[config.mk]
export PLATFORM = sky130hd
export DESIGN_NAME = snt_link
export DESIGN_NICKNAME = d
export VERILOG_FILES = /design/src/snt_pkg.sv /design/src/snt_link.sv /design/src/snt_sync.sv /design/src/snt_tick.sv
export SDC_FILE = /design/constraint.sdc
export NUM_CORES = 2
export LEC_CHECK = 0
export BUFFER_PORTS_ARGS = -buffer_cell sky130_fd_sc_hd__buf_4
export CAP_MARGIN = 0
export CORE_ASPECT_RATIO = 0.8
export CORE_MARGIN = 10
export CORE_UTILIZATION = 55
export CTS_BUF_LIST = sky130_fd_sc_hd__clkbuf_8
export CTS_CLUSTER_DIAMETER = 40
export DETAILED_ROUTE_END_ITERATION = 10
export HOLD_SLACK_MARGIN = 0.08
export PLACE_DENSITY = 0.78
export SLEW_MARGIN = 5
export SYNTH_ARGS = -nofsm -noshare
export SYNTH_HDL_FRONTEND = slang
export SYNTH_SLANG_ARGS = --single-unit
export TNS_END_PERCENT = 10
[constraint.sdc]
create_clock -name pclk -period 18.3 [get_ports pclk]
set_input_delay 3.66 -clock pclk [delete_from_list [all_inputs] [get_ports pclk]]
set_output_delay 3.66 -clock pclk [all_outputs]
set_load 0.02 [all_outputs]
[src/snt_pkg.sv]
// Shared constants, register map and types for the nibble link unit
package snt_pkg;
    // ********************************************************************
    // Register byte offsets
    // ********************************************************************
    localparam logic [7:0] OFF_CON1 = 8'h00;
    localparam logic [7:0] OFF_CON2 = 8'h04;
    localparam logic [7:0] OFF_CON3 = 8'h08;
    localparam logic [7:0] OFF_DATL = 8'h0C;
    localparam logic [7:0] OFF_DATH = 8'h10;
    localparam logic [7:0] OFF_SYNC = 8'h14;
    localparam logic [7:0] OFF_STAT = 8'h18;
    // ********************************************************************
    // Field positions and reset values
    // ********************************************************************
    localparam int B_ENABLE = 15;
    localparam int B_RECV = 11;
    localparam int B_TRIG = 10;
    localparam int B_INV = 9;
    localparam int B_CRC = 8;
    localparam int B_PAUSE = 7;
    localparam int B_DIV = 4;
    localparam int B_NIB = 0;
    localparam logic [15:0] CON1_MASK = 16'h8F97;
    localparam logic [15:0] CON1_RST = 16'h0000;
    localparam logic [15:0] CON2_RST = 16'h0000;
    localparam logic [15:0] CON3_RST = 16'h0000;
    localparam logic [15:0] DAT_RST = 16'h0000;
    localparam int S_DONE = 0;
    localparam int S_FERR = 1;
    localparam int S_CERR = 2;
    localparam int S_TXBUSY = 3;
    localparam int S_RXBUSY = 4;
    localparam int S_TRIG = 8;
    // ********************************************************************
    // Frame timing in ticks, nibble count limits, prescaler and CRC constants
    // ********************************************************************
    localparam int SYNC_TICKS = 56;
    localparam int NIB_BASE = 12;
    localparam int NIB_TOP = 27;
    localparam int PAUSE_MIN = 12;
    localparam int FRAME_SAT = 2047;
    localparam int LOW_TICKS = 5;
    localparam int MIN_NIB = 3;
    localparam int MAX_NIB = 6;
    localparam int PRESCALE_DIV = 4;
    localparam logic [3:0] CRC_SEED = 4'h5;
    localparam logic [3:0] CRC_POLY = 4'hD;

    typedef enum {TX_IDLE, TX_SYNC, TX_NIB, TX_PAUSE} snt_tx_state_t;
    typedef enum {RX_HUNT, RX_NIB} snt_rx_state_t;

    // Decoded view of the first control register
    typedef struct packed {
        logic enable;
        logic recv;
        logic trig;
        logic inv;
        logic crc;
        logic pause;
        logic div4;
        logic [2:0] nib;
    } snt_cfg_t;
endpackage

[src/snt_link.sv]
// Single-wire nibble link: APB registers, frame transmitter and receiver
//
// The implementer's own choices: the APB register port and the register addresses.
`timescale 1ns/1ps
`default_nettype none
module snt_link import snt_pkg::*; #(
    parameter int CNT_W = 16
) (
    input wire logic pclk,
    input wire logic presetn,
    input wire logic psel,
    input wire logic penable,
    input wire logic pwrite,
    input wire logic [7:0] paddr,
    input wire logic [31:0] pwdata,
    output logic [31:0] prdata,
    output logic pready,
    output logic pslverr,
    input wire logic link_rx,
    output logic link_tx,
    output logic frame_event
);
    // ********************************************************************
    // Elaboration check
    // ********************************************************************
    if (CNT_W != 16) begin : g_bad_width
        $error("snt_link: register fields are 16 bits wide");
    end

    logic [15:0] con1_ff, con2_ff, con3_ff, datl_ff, dath_ff, sync_ff;
    logic done_ff, ferr_ff, cerr_ff, trig_req_ff;
    logic [31:0] prdata_ff;
    snt_cfg_t cfg;
    logic wr_en, rd_setup, addr_hit, trig_wr;
    logic [2:0] nib_n;
    logic pre_en, tick, tx_run, rx_run;

    assign cfg = '{enable: con1_ff[B_ENABLE], recv: con1_ff[B_RECV], trig: con1_ff[B_TRIG],
                   inv: con1_ff[B_INV], crc: con1_ff[B_CRC], pause: con1_ff[B_PAUSE],
                   div4: con1_ff[B_DIV], nib: con1_ff[B_NIB +: 3]};
    assign tx_run = cfg.enable && !cfg.recv;
    assign rx_run = cfg.enable && cfg.recv;
    // Direct code, clamped into the legal range
    assign nib_n = (cfg.nib < 3'(MIN_NIB)) ? 3'(MIN_NIB) : (cfg.nib > 3'(MAX_NIB)) ? 3'(MAX_NIB) : cfg.nib;

    // ********************************************************************
    // APB slave: zero wait, read data latched in setup phase
    // ********************************************************************
    assign wr_en = psel && penable && pwrite;
    assign rd_setup = psel && !penable && !pwrite;
    assign addr_hit = paddr inside {OFF_CON1, OFF_CON2, OFF_CON3, OFF_DATL, OFF_DATH, OFF_SYNC, OFF_STAT};
    assign pready = 1'b1;
    assign pslverr = psel && penable && !addr_hit;
    assign prdata = prdata_ff;
    assign trig_wr = wr_en && paddr == OFF_STAT && pwdata[S_TRIG];

    // Read mux sampled one cycle before the access phase
    always_ff @(posedge pclk or negedge presetn) begin
        if (!presetn) begin
            prdata_ff <= 32'h0000_0000;
        end else if (rd_setup) begin
            case (paddr)
                OFF_CON1: prdata_ff <= {16'h0000, con1_ff};
                OFF_CON2: prdata_ff <= {16'h0000, con2_ff};
                OFF_CON3: prdata_ff <= {16'h0000, con3_ff};
                OFF_DATL: prdata_ff <= {16'h0000, datl_ff};
                OFF_DATH: prdata_ff <= {16'h0000, dath_ff};
                OFF_SYNC: prdata_ff <= {16'h0000, sync_ff};
                OFF_STAT: prdata_ff <= {23'h000000, trig_req_ff, 3'h0, rx_run, tx_run, cerr_ff, ferr_ff, done_ff};
                default: prdata_ff <= 32'h0000_0000;
            endcase
        end
    end

    // Control registers; reserved bits stay zero
    always_ff @(posedge pclk or negedge presetn) begin
        if (!presetn) begin
            con1_ff <= CON1_RST;
            con2_ff <= CON2_RST;
            con3_ff <= CON3_RST;
        end else if (wr_en) begin
            if (paddr == OFF_CON1) con1_ff <= pwdata[15:0] & CON1_MASK;
            if (paddr == OFF_CON2) con2_ff <= pwdata[15:0];
            if (paddr == OFF_CON3) con3_ff <= pwdata[15:0];
        end
    end

    snt_tick #(.CNT_W(CNT_W)) u_tick (
        .clk(pclk),
        .rst_n(presetn),
        .run(cfg.enable),
        .div4(cfg.div4),
        .divider(con2_ff),
        .pre_en(pre_en),
        .tick(tick)
    );

    // ********************************************************************
    // CRC helper: seeded 4-bit CRC over data nibbles plus a zero nibble
    // ********************************************************************
    function automatic logic [3:0] crc_step(input logic [3:0] c, input logic [3:0] d);
        logic [3:0] r;
        r = c ^ d;
        for (int b = 0; b < 4; b++) begin
            r = r[3] ? ((r << 1) ^ CRC_POLY) : (r << 1);
        end
        return r;
    endfunction

    function automatic logic [3:0] crc_frame(input logic [31:0] w, input logic [2:0] n);
        logic [3:0] c;
        c = CRC_SEED;
        for (int k = 1; k <= MAX_NIB; k++) begin
            if (k <= int'(n)) c = crc_step(c, w[31-4*k -: 4]);
        end
        return crc_step(c, 4'h0);
    endfunction

    // ********************************************************************
    // Transmitter
    // ********************************************************************
    snt_tx_state_t tx_state_ff;
    logic [10:0] tcnt_ff, tx_len;  // 11 bits: a capped frame leaves a pause near 1900 ticks
    logic [2:0] nidx_ff;
    logic [11:0] fticks_ff, frame_cap;
    logic [3:0] tx_nib, tx_crc;
    logic tx_last, tx_line;
    logic [31:0] tx_word;

    assign tx_word = {dath_ff, datl_ff};
    // Software CRC used when hardware CRC is off
    assign tx_crc = cfg.crc ? crc_frame(tx_word, nib_n) : datl_ff[3:0];
    assign tx_nib = (nidx_ff == nib_n + 3'h1) ? tx_crc : tx_word[31 - 4*nidx_ff -: 4];
    assign frame_cap = (con3_ff > 16'(FRAME_SAT)) ? 12'(FRAME_SAT) : con3_ff[11:0];

    // Interval length of the current piece in ticks
    always_comb begin
        case (tx_state_ff)
            TX_SYNC: tx_len = 11'(SYNC_TICKS);
            TX_NIB: tx_len = 11'(NIB_BASE) + 11'(tx_nib);
            TX_PAUSE: tx_len = (!cfg.trig && frame_cap >= fticks_ff + 12'(PAUSE_MIN))
                               ? 11'(frame_cap - fticks_ff) : 11'(PAUSE_MIN);
            default: tx_len = 11'h001;
        endcase
    end
    assign tx_last = tick && tcnt_ff == tx_len - 11'h001;

    // Sequencer: sync, status, data, CRC, optional pause
    always_ff @(posedge pclk or negedge presetn) begin
        if (!presetn) begin
            tx_state_ff <= TX_IDLE;
            tcnt_ff <= 11'h000;
            nidx_ff <= 3'h0;
            fticks_ff <= 12'h000;
        end else if (!tx_run) begin
            tx_state_ff <= TX_IDLE;
            tcnt_ff <= 11'h000;
        end else if (tick) begin
            tcnt_ff <= tx_last ? 11'h000 : tcnt_ff + 11'h001;
            if (tx_state_ff != TX_PAUSE) fticks_ff <= fticks_ff + 12'h001;
            case (tx_state_ff)
                TX_IDLE: begin
                    if (!cfg.trig || trig_req_ff) begin
                        tx_state_ff <= TX_SYNC;
                        fticks_ff <= 12'h000;
                    end
                end
                TX_SYNC: begin
                    if (tx_last) begin
                        tx_state_ff <= TX_NIB;
                        nidx_ff <= 3'h0;
                    end
                end
                TX_NIB: begin
                    if (tx_last && nidx_ff == nib_n + 3'h1) begin
                        tx_state_ff <= cfg.pause ? TX_PAUSE : (cfg.trig ? TX_IDLE : TX_SYNC);
                        fticks_ff <= cfg.pause ? fticks_ff + 12'h001 : 12'h000;
                    end else if (tx_last) begin
                        nidx_ff <= nidx_ff + 3'h1;
                    end
                end
                TX_PAUSE: begin
                    if (tx_last) begin
                        tx_state_ff <= cfg.trig ? TX_IDLE : TX_SYNC;
                        fticks_ff <= 12'h000;
                    end
                end
                default: tx_state_ff <= TX_IDLE;
            endcase
        end
    end

    // Low pulse opens each interval, idle level follows invert
    assign tx_line = !(tx_state_ff != TX_IDLE && tcnt_ff < 11'(LOW_TICKS));
    always_ff @(posedge pclk or negedge presetn) begin
        if (!presetn) begin
            link_tx <= 1'b1;
        end else begin
            link_tx <= tx_line ^ cfg.inv;
        end
    end

    // Trigger request; a new request wins over the consume
    always_ff @(posedge pclk or negedge presetn) begin
        if (!presetn) begin
            trig_req_ff <= 1'b0;
        end else if (trig_wr) begin
            trig_req_ff <= 1'b1;
        end else if (tick && tx_state_ff == TX_IDLE && tx_run) begin
            trig_req_ff <= 1'b0;
        end
    end

    // ********************************************************************
    // Receiver
    // ********************************************************************
    snt_rx_state_t rx_state_ff;
    logic rx_s, rx_prev_ff, fall, in_win, nib_ok, rx_done, rx_bad;
    logic [15:0] icnt_ff;
    logic [2:0] ridx_ff;
    logic [31:0] rbuf_ff;
    logic [23:0] t112;
    logic [3:0] rx_val;

    snt_sync u_rx_sync (
        .clk(pclk),
        .rst_n(presetn),
        .din(link_rx),
        .dout(rx_s)
    );

    // Edge detect on the synchronised level only
    always_ff @(posedge pclk or negedge presetn) begin
        if (!presetn) rx_prev_ff <= 1'b1;
        else rx_prev_ff <= rx_s;
    end
    assign fall = rx_run && rx_prev_ff && !rx_s;

    // Interval counter in prescaled clocks, saturating
    always_ff @(posedge pclk or negedge presetn) begin
        if (!presetn) icnt_ff <= 16'h0000;
        else if (fall) icnt_ff <= 16'h0000;
        else if (pre_en && icnt_ff != 16'hFFFF) icnt_ff <= icnt_ff + 16'h0001;
    end

    // Sync window: upper in CON2, lower in CON3
    assign in_win = icnt_ff > con3_ff && icnt_ff < con2_ff;

    // Tick from sync: compare 112*interval against odd half-tick thresholds
    always_comb begin
        t112 = 24'(icnt_ff) * 24'd112;
        rx_val = 4'h0;
        for (int k = 1; k < 16; k++) begin
            if (t112 >= 24'(sync_ff) * 24'(2*k + 2*NIB_BASE - 1)) rx_val = rx_val + 4'h1;
        end
        // Outside 12..27 derived ticks is bad
        nib_ok = t112 >= 24'(sync_ff) * 24'(2*NIB_BASE - 1) && t112 < 24'(sync_ff) * 24'(2*NIB_TOP + 1);
    end

    assign rx_done = fall && rx_state_ff == RX_NIB && nib_ok && ridx_ff == nib_n + 3'h1;
    assign rx_bad = fall && rx_state_ff == RX_NIB && !nib_ok;
    assign frame_event = rx_done;

    // Nibble capture state machine; pause intervals fall outside the window
    always_ff @(posedge pclk or negedge presetn) begin
        if (!presetn) begin
            rx_state_ff <= RX_HUNT;
            ridx_ff <= 3'h0;
            rbuf_ff <= 32'h0000_0000;
            sync_ff <= 16'h0000;
        end else if (!rx_run) begin
            rx_state_ff <= RX_HUNT;
        end else if (fall) begin
            case (rx_state_ff)
                RX_HUNT: begin
                    if (in_win) begin
                        sync_ff <= icnt_ff;
                        rx_state_ff <= RX_NIB;
                        ridx_ff <= 3'h0;
                        rbuf_ff <= 32'h0000_0000;
                    end
                end
                RX_NIB: begin
                    if (!nib_ok || rx_done) begin
                        // A bad interval may itself be a fresh sync
                        rx_state_ff <= (!nib_ok && in_win) ? RX_NIB : RX_HUNT;
                        if (!nib_ok && in_win) sync_ff <= icnt_ff;
                        ridx_ff <= 3'h0;
                    end else begin
                        rbuf_ff[31 - 4*ridx_ff -: 4] <= rx_val;
                        ridx_ff <= ridx_ff + 3'h1;
                    end
                end
                default: rx_state_ff <= RX_HUNT;
            endcase
        end
    end

    // Data registers: a completed frame wins over a software write
    always_ff @(posedge pclk or negedge presetn) begin
        if (!presetn) begin
            datl_ff <= DAT_RST;
            dath_ff <= DAT_RST;
        end else if (rx_done) begin
            dath_ff <= rbuf_ff[31:16];
            datl_ff <= {rbuf_ff[15:4], rx_val};
        end else if (wr_en) begin
            if (paddr == OFF_DATL) datl_ff <= pwdata[15:0];
            if (paddr == OFF_DATH) dath_ff <= pwdata[15:0];
        end
    end

    // Sticky flags, write one to clear, set beats clear
    always_ff @(posedge pclk or negedge presetn) begin
        if (!presetn) begin
            done_ff <= 1'b0;
            ferr_ff <= 1'b0;
            cerr_ff <= 1'b0;
        end else begin
            if (rx_done || (tx_last && tx_state_ff == TX_NIB && nidx_ff == nib_n + 3'h1)) done_ff <= 1'b1;
            else if (trig_wr || (wr_en && paddr == OFF_STAT && pwdata[S_DONE])) done_ff <= 1'b0;
            if (rx_bad) ferr_ff <= 1'b1;
            else if (wr_en && paddr == OFF_STAT && pwdata[S_FERR]) ferr_ff <= 1'b0;
            if (rx_done && cfg.crc && crc_frame(rbuf_ff, nib_n) != rx_val) cerr_ff <= 1'b1;
            else if (wr_en && paddr == OFF_STAT && pwdata[S_CERR]) cerr_ff <= 1'b0;
        end
    end
endmodule
`default_nettype wire

[src/snt_sync.sv]
// Two-stage synchroniser for an asynchronous pin
`timescale 1ns/1ps
`default_nettype none
module snt_sync (
    input wire logic clk,
    input wire logic rst_n,
    input wire logic din,
    output logic dout
);
    logic meta_ff;
    // ********************************************************************
    // Two flops; resets to the idle-high line level
    // ********************************************************************
    always_ff @(posedge clk or negedge rst_n) begin
        if (!rst_n) begin
            meta_ff <= 1'b1;
            dout <= 1'b1;
        end else begin
            meta_ff <= din;
            dout <= meta_ff;
        end
    end
endmodule
`default_nettype wire

[src/snt_tick.sv]
// Prescaler and tick divider producing one-cycle strobes
`timescale 1ns/1ps
`default_nettype none
module snt_tick import snt_pkg::*; #(
    parameter int CNT_W = 16
) (
    input wire logic clk,
    input wire logic rst_n,
    input wire logic run,
    input wire logic div4,
    input wire logic [CNT_W-1:0] divider,
    output logic pre_en,
    output logic tick
);
    logic [1:0] pre_cnt_ff;
    logic [CNT_W-1:0] div_cnt_ff;

    assign pre_en = run && (!div4 || pre_cnt_ff == 2'(PRESCALE_DIV - 1));
    // Tick every divider+1 prescaled clocks
    // A divider lowered mid-count must not leave the counter wrapping past it
    assign tick = pre_en && div_cnt_ff >= divider;

    // Prescaler counter
    always_ff @(posedge clk or negedge rst_n) begin
        if (!rst_n) begin
            pre_cnt_ff <= 2'h0;
        end else if (!run || pre_en) begin
            pre_cnt_ff <= 2'h0;
        end else begin
            pre_cnt_ff <= pre_cnt_ff + 2'h1;
        end
    end

    // Tick counter restarts whenever the link stops
    always_ff @(posedge clk or negedge rst_n) begin
        if (!rst_n) begin
            div_cnt_ff <= '0;
        end else if (!run || tick) begin
            div_cnt_ff <= '0;
        end else if (pre_en) begin
            div_cnt_ff <= div_cnt_ff + 1'b1;
        end
    end
endmodule
`default_nettype wire

==> summary.md <==
| Metric | Value |
|---|---|
| Outcome | `completed` |
| TritonCTS buffer count | `31` |
| H-tree depth | `1` |
| CP endpoint kind | `register` |
| Clock latency on the worst-skew pair | `620 ps` |
| Slew @ Worst Pin | `1290 ps` |
| Longest Clk Path Bufs | `3` |
| Max_slew headroom | `0.129` |
| Yosys warning count | `0` |
| Initial antenna violation count | `0` |
| Die area | `92500 sq um` |
| Post-synth ARST share | `1.00` |
| Crit Path Class | `reg -> reg` |
| Crit-path slowest cell | `dfrtp_1` |
| Core area | `80200 sq um` |
| Worst slack, placed | `1860 ps` |
| Clock sink count | `208` |
| Vias | `around 37000` |
| Worst Skew | `17.7 ps` |
| Hold Crit Class | `reg -> reg` |
| Dpl hpwl | `105000 microns` |
| Mapped Area | `44300 sq um` |
| Post-synth cell types | `96` |
| Min setup slack post-route | `1250 ps` |
| Pre-antenna DRT Iters | `9` |
| First-pass GRT wire length | `206000 microns` |
| Post-layout nets | `6361` |
| Max VDD drop | `~0.00094 V` |
| Synth top area share | `0.253` |
| Largest net degree at the start of global routing | `128` |
| R2r startpoint | `sync_ff[4]$_DFFE_PN0P_` |
| Worst Hold Launch | `u_rx_sync.meta_ff$_DFF_PN1_` |
| Final Cycle Share | `0.931` |
| Final core utilization | `0.585` |
| Vias in the first global route | `35904` |
| Critical path launch point type | `register` |
| Total Routing Usage GR | `0.285` |
| CP Max Fanout | `13` |
| # rows | `93` |
| RSZ-0062 raised after global routing | `false` |
| Global route total overflow | `0` |
| Drt wl/cell | `between 20 and 25 microns` |
| Final hold vios | `0` |
| IO Port Bufs | `48` |
| Drt total wl | `134000 microns` |
| Setup TNS | `0 ps` |
| Number of flops mapped to enable cells by yosys | `0` |
| Initial core utilization | `0.553` |
| CTS tree | `done` |
| Placement Cell Area | `46200 sq um` |
| Max cap viols | `0` |
| Layout Cell Area excl Fill | `46900 sq um` |
| Die Ht | `between 200 and 300 microns` |
| Setup-failing EPs final | `0` |
| Commonest cells after routing, fill and taps aside | `ha_1 (897), inv_1 (798), a21oi_1 (368)` |
| Cts-stage hold buffer count | `0` |
| Critical Path AT | `17540 ps` |
| Most used cell, CP | `ha_1` |
| CP Data Required Time | `18800 ps` |
| Leakage | `25.3 nW` |
| Commonest non-fill, non-tap cell in the layout | `ha_1` |
| Seq/Total Area, Yosys | `0.117` |
| Setup bufs post-CTS | `0` |
| Ys flop type | `dfrtp_1` |
| Tmin final | `17050 ps` |
| Top-Level Pins | `82` |
| Crit. Startpoint | `sync_ff[4]$_DFFE_PN0P_` |
| Syn Area/Cell | `~8.8 sq um` |
| CTS root buffer | `clkbuf_8` |
| Fin. max-slew vios | `0` |
| Pwr per Cell Area | `around 160 nW/um^2` |
| Ranking of synthesized cells by area | `ha_1 (25%), fa_1 (15%), dfrtp_1 (12%), inv_1 (6.7%), xnor2_1 (5.4%)` |
| Vias per cell | `6.02` |
| Post-route ant nets | `0` |
| Largest stage delay, worst path | `1050 ps` |
| DRC | `0` |
| Cell taking the most area after synthesis | `ha_1` |
| Synth Register Bits | `208` |
| Gpl congestion | `between 0.9 and 1` |
| Initial detailed-routing violation count | `3671` |
| Layout cell share with drive strength beyond 1 | `0.0517` |
| Area Growth Syn to Fin | `5.71%` |
| Die X | `337 microns` |
| Reg clk slew, reported paths | `80 ps` |
| Synth Instances | `slightly above 5000` |
| Fmax | `between 50 and 60 MHz` |
| Resized cells post-CTS | `0` |
[critical path: cells and delay by family (launching register included)]
family	cells	cell delay, ps
adder cells (fa/ha/maj)	17	5630
AO/OA/AOI/OAI	20	4400
multiplexers	4	1020
buffers and inverters	7	710
AND/OR/NAND/NOR	18	2920
flip-flops	1	1050
XOR/XNOR	4	1200
[power by group]
| part | internal (W) | total [W] | leakage (nW) | switching (W) |
|---|---|---|---|---|
| Clock | 0.000241 | 0.000445 | 0.389 | 0.000204 |
| Sequential | 0.000464 | 0.000471 | 2.60 | 0.00000638 |
| Combinational | 0.00294 | 0.00666 | 22.3 | 0.00371 |
| Total | 0.00365 | 0.00757 | 25.3 | 0.00392 |
[layer usage]
layer / share of wire / GRT usage / vias to the layer above
met5: 0 / 0 / -
met4: 0.037 / 0.0843 / 0
met3: 0.12 / 0.0881 / 307
met2: 0.40 / 0.409 / 1703
met1: 0.44 / 0.405 / 17647
li1: - / - / 17369
[cell families (layout without fill, tap and decap cells)]
logic type / after synthesis / count (layout) / synth area share
fa+ha+maj: 1236 / 1236 / 0.406
compound gates: 1158 / 1158 / 0.163
simple gates: 973 / 973 / 0.108
buf+inv: 897 / 950 / 0.0775
xor+xnor: 453 / 453 / 0.0993
flops: 208 / 208 / 0.117
mux: 106 / 106 / 0.0276
other cells: 2 / 19 / 0.000169
[through the flow]
| step | power [W] | cells | hold WS, ps |
|---|---|---|---|
| finish | 0.00757 | 6148 | 363 |
| global route | 0.00822 | 6147 | 370 |
| CTS | 0.00751 | 6147 | 367 |
| detailed placement | 0.00701 | 6091 | 355 |
| global placement | 0.00693 | 6091 | 348 |
| floorplan | 0.00591 | 5049 | 345 |
[synthesized netlist by cell type (11+ instances only)]
cell type    n
nor2_1     248
xor2_1     149
or2_2       17
o211ai_1    21
a22o_1      18
o21a_1      47
ha_1       897
o31ai_1     44
nand4_1     36
xnor3_1     26
mux2_2      40
a22oi_1     11
and2_1      15
xnor2_1    272
o21ai_0    295
buf_4       17
mux2i_1     57
a21oi_1    368
clkbuf_1    75
fa_1       339
nor4_1      19
nand3_1    107
a211oi_1    23
a21o_1     112
nor3b_1     11
nor3_1      59
inv_1      792
and3_1      21
nand2b_1    96
a211o_1     11
or3_1       24
nor2b_1     55
a21boi_0    20
nand2_1    225
o21bai_1    55
dfrtp_1    204
[area by class of cell]
class / instances / area (sq um)
clock buffers: 44 / 606
well taps: 1045 / 1310
repair buffers: 101 / 766
inverters: 793 / 2980
multi-input cells: 3944 / 35900
diodes: 1 / 2.50
fillers: 6798 / 33300
clock inverters: 12 / 109
flip-flops and latches: 208 / 5210
[final timing paths]
kind	slack [ps]	depth (start not counted)	endpoint
worst max-delay path	1250	70	cerr_ff$_DFFE_PN0P_
worst min-delay path	360	0	u_rx_sync.dout$_DFF_PN1_
worst max register to register	1250	70	cerr_ff$_DFFE_PN0P_
worst min register to register	360	0	u_rx_sync.dout$_DFF_PN1_
max in group asynchronous	13430	2	rbuf_ff[18]$_DFFE_PN0P_
min in group asynchronous	3100	1	fticks_ff[9]$_DFFE_PN0P_
[sequential cells by signal, indices dropped and copies added (netlist names), 2 cells and up]
signal	count
rbuf_ff	28
con2_ff	16
con3_ff	16
dath_ff	16
datl_ff	16
icnt_ff	16
prdata	16
sync_ff	16
u_tick.div_cnt_ff	16
fticks_ff	12
tcnt_ff	11
con1_ff	10
nidx_ff	3
ridx_ff	3
tx_state_ff	2
u_tick.pre_cnt_ff	2
No activity file was read; power rests on OpenSTA's default activity.
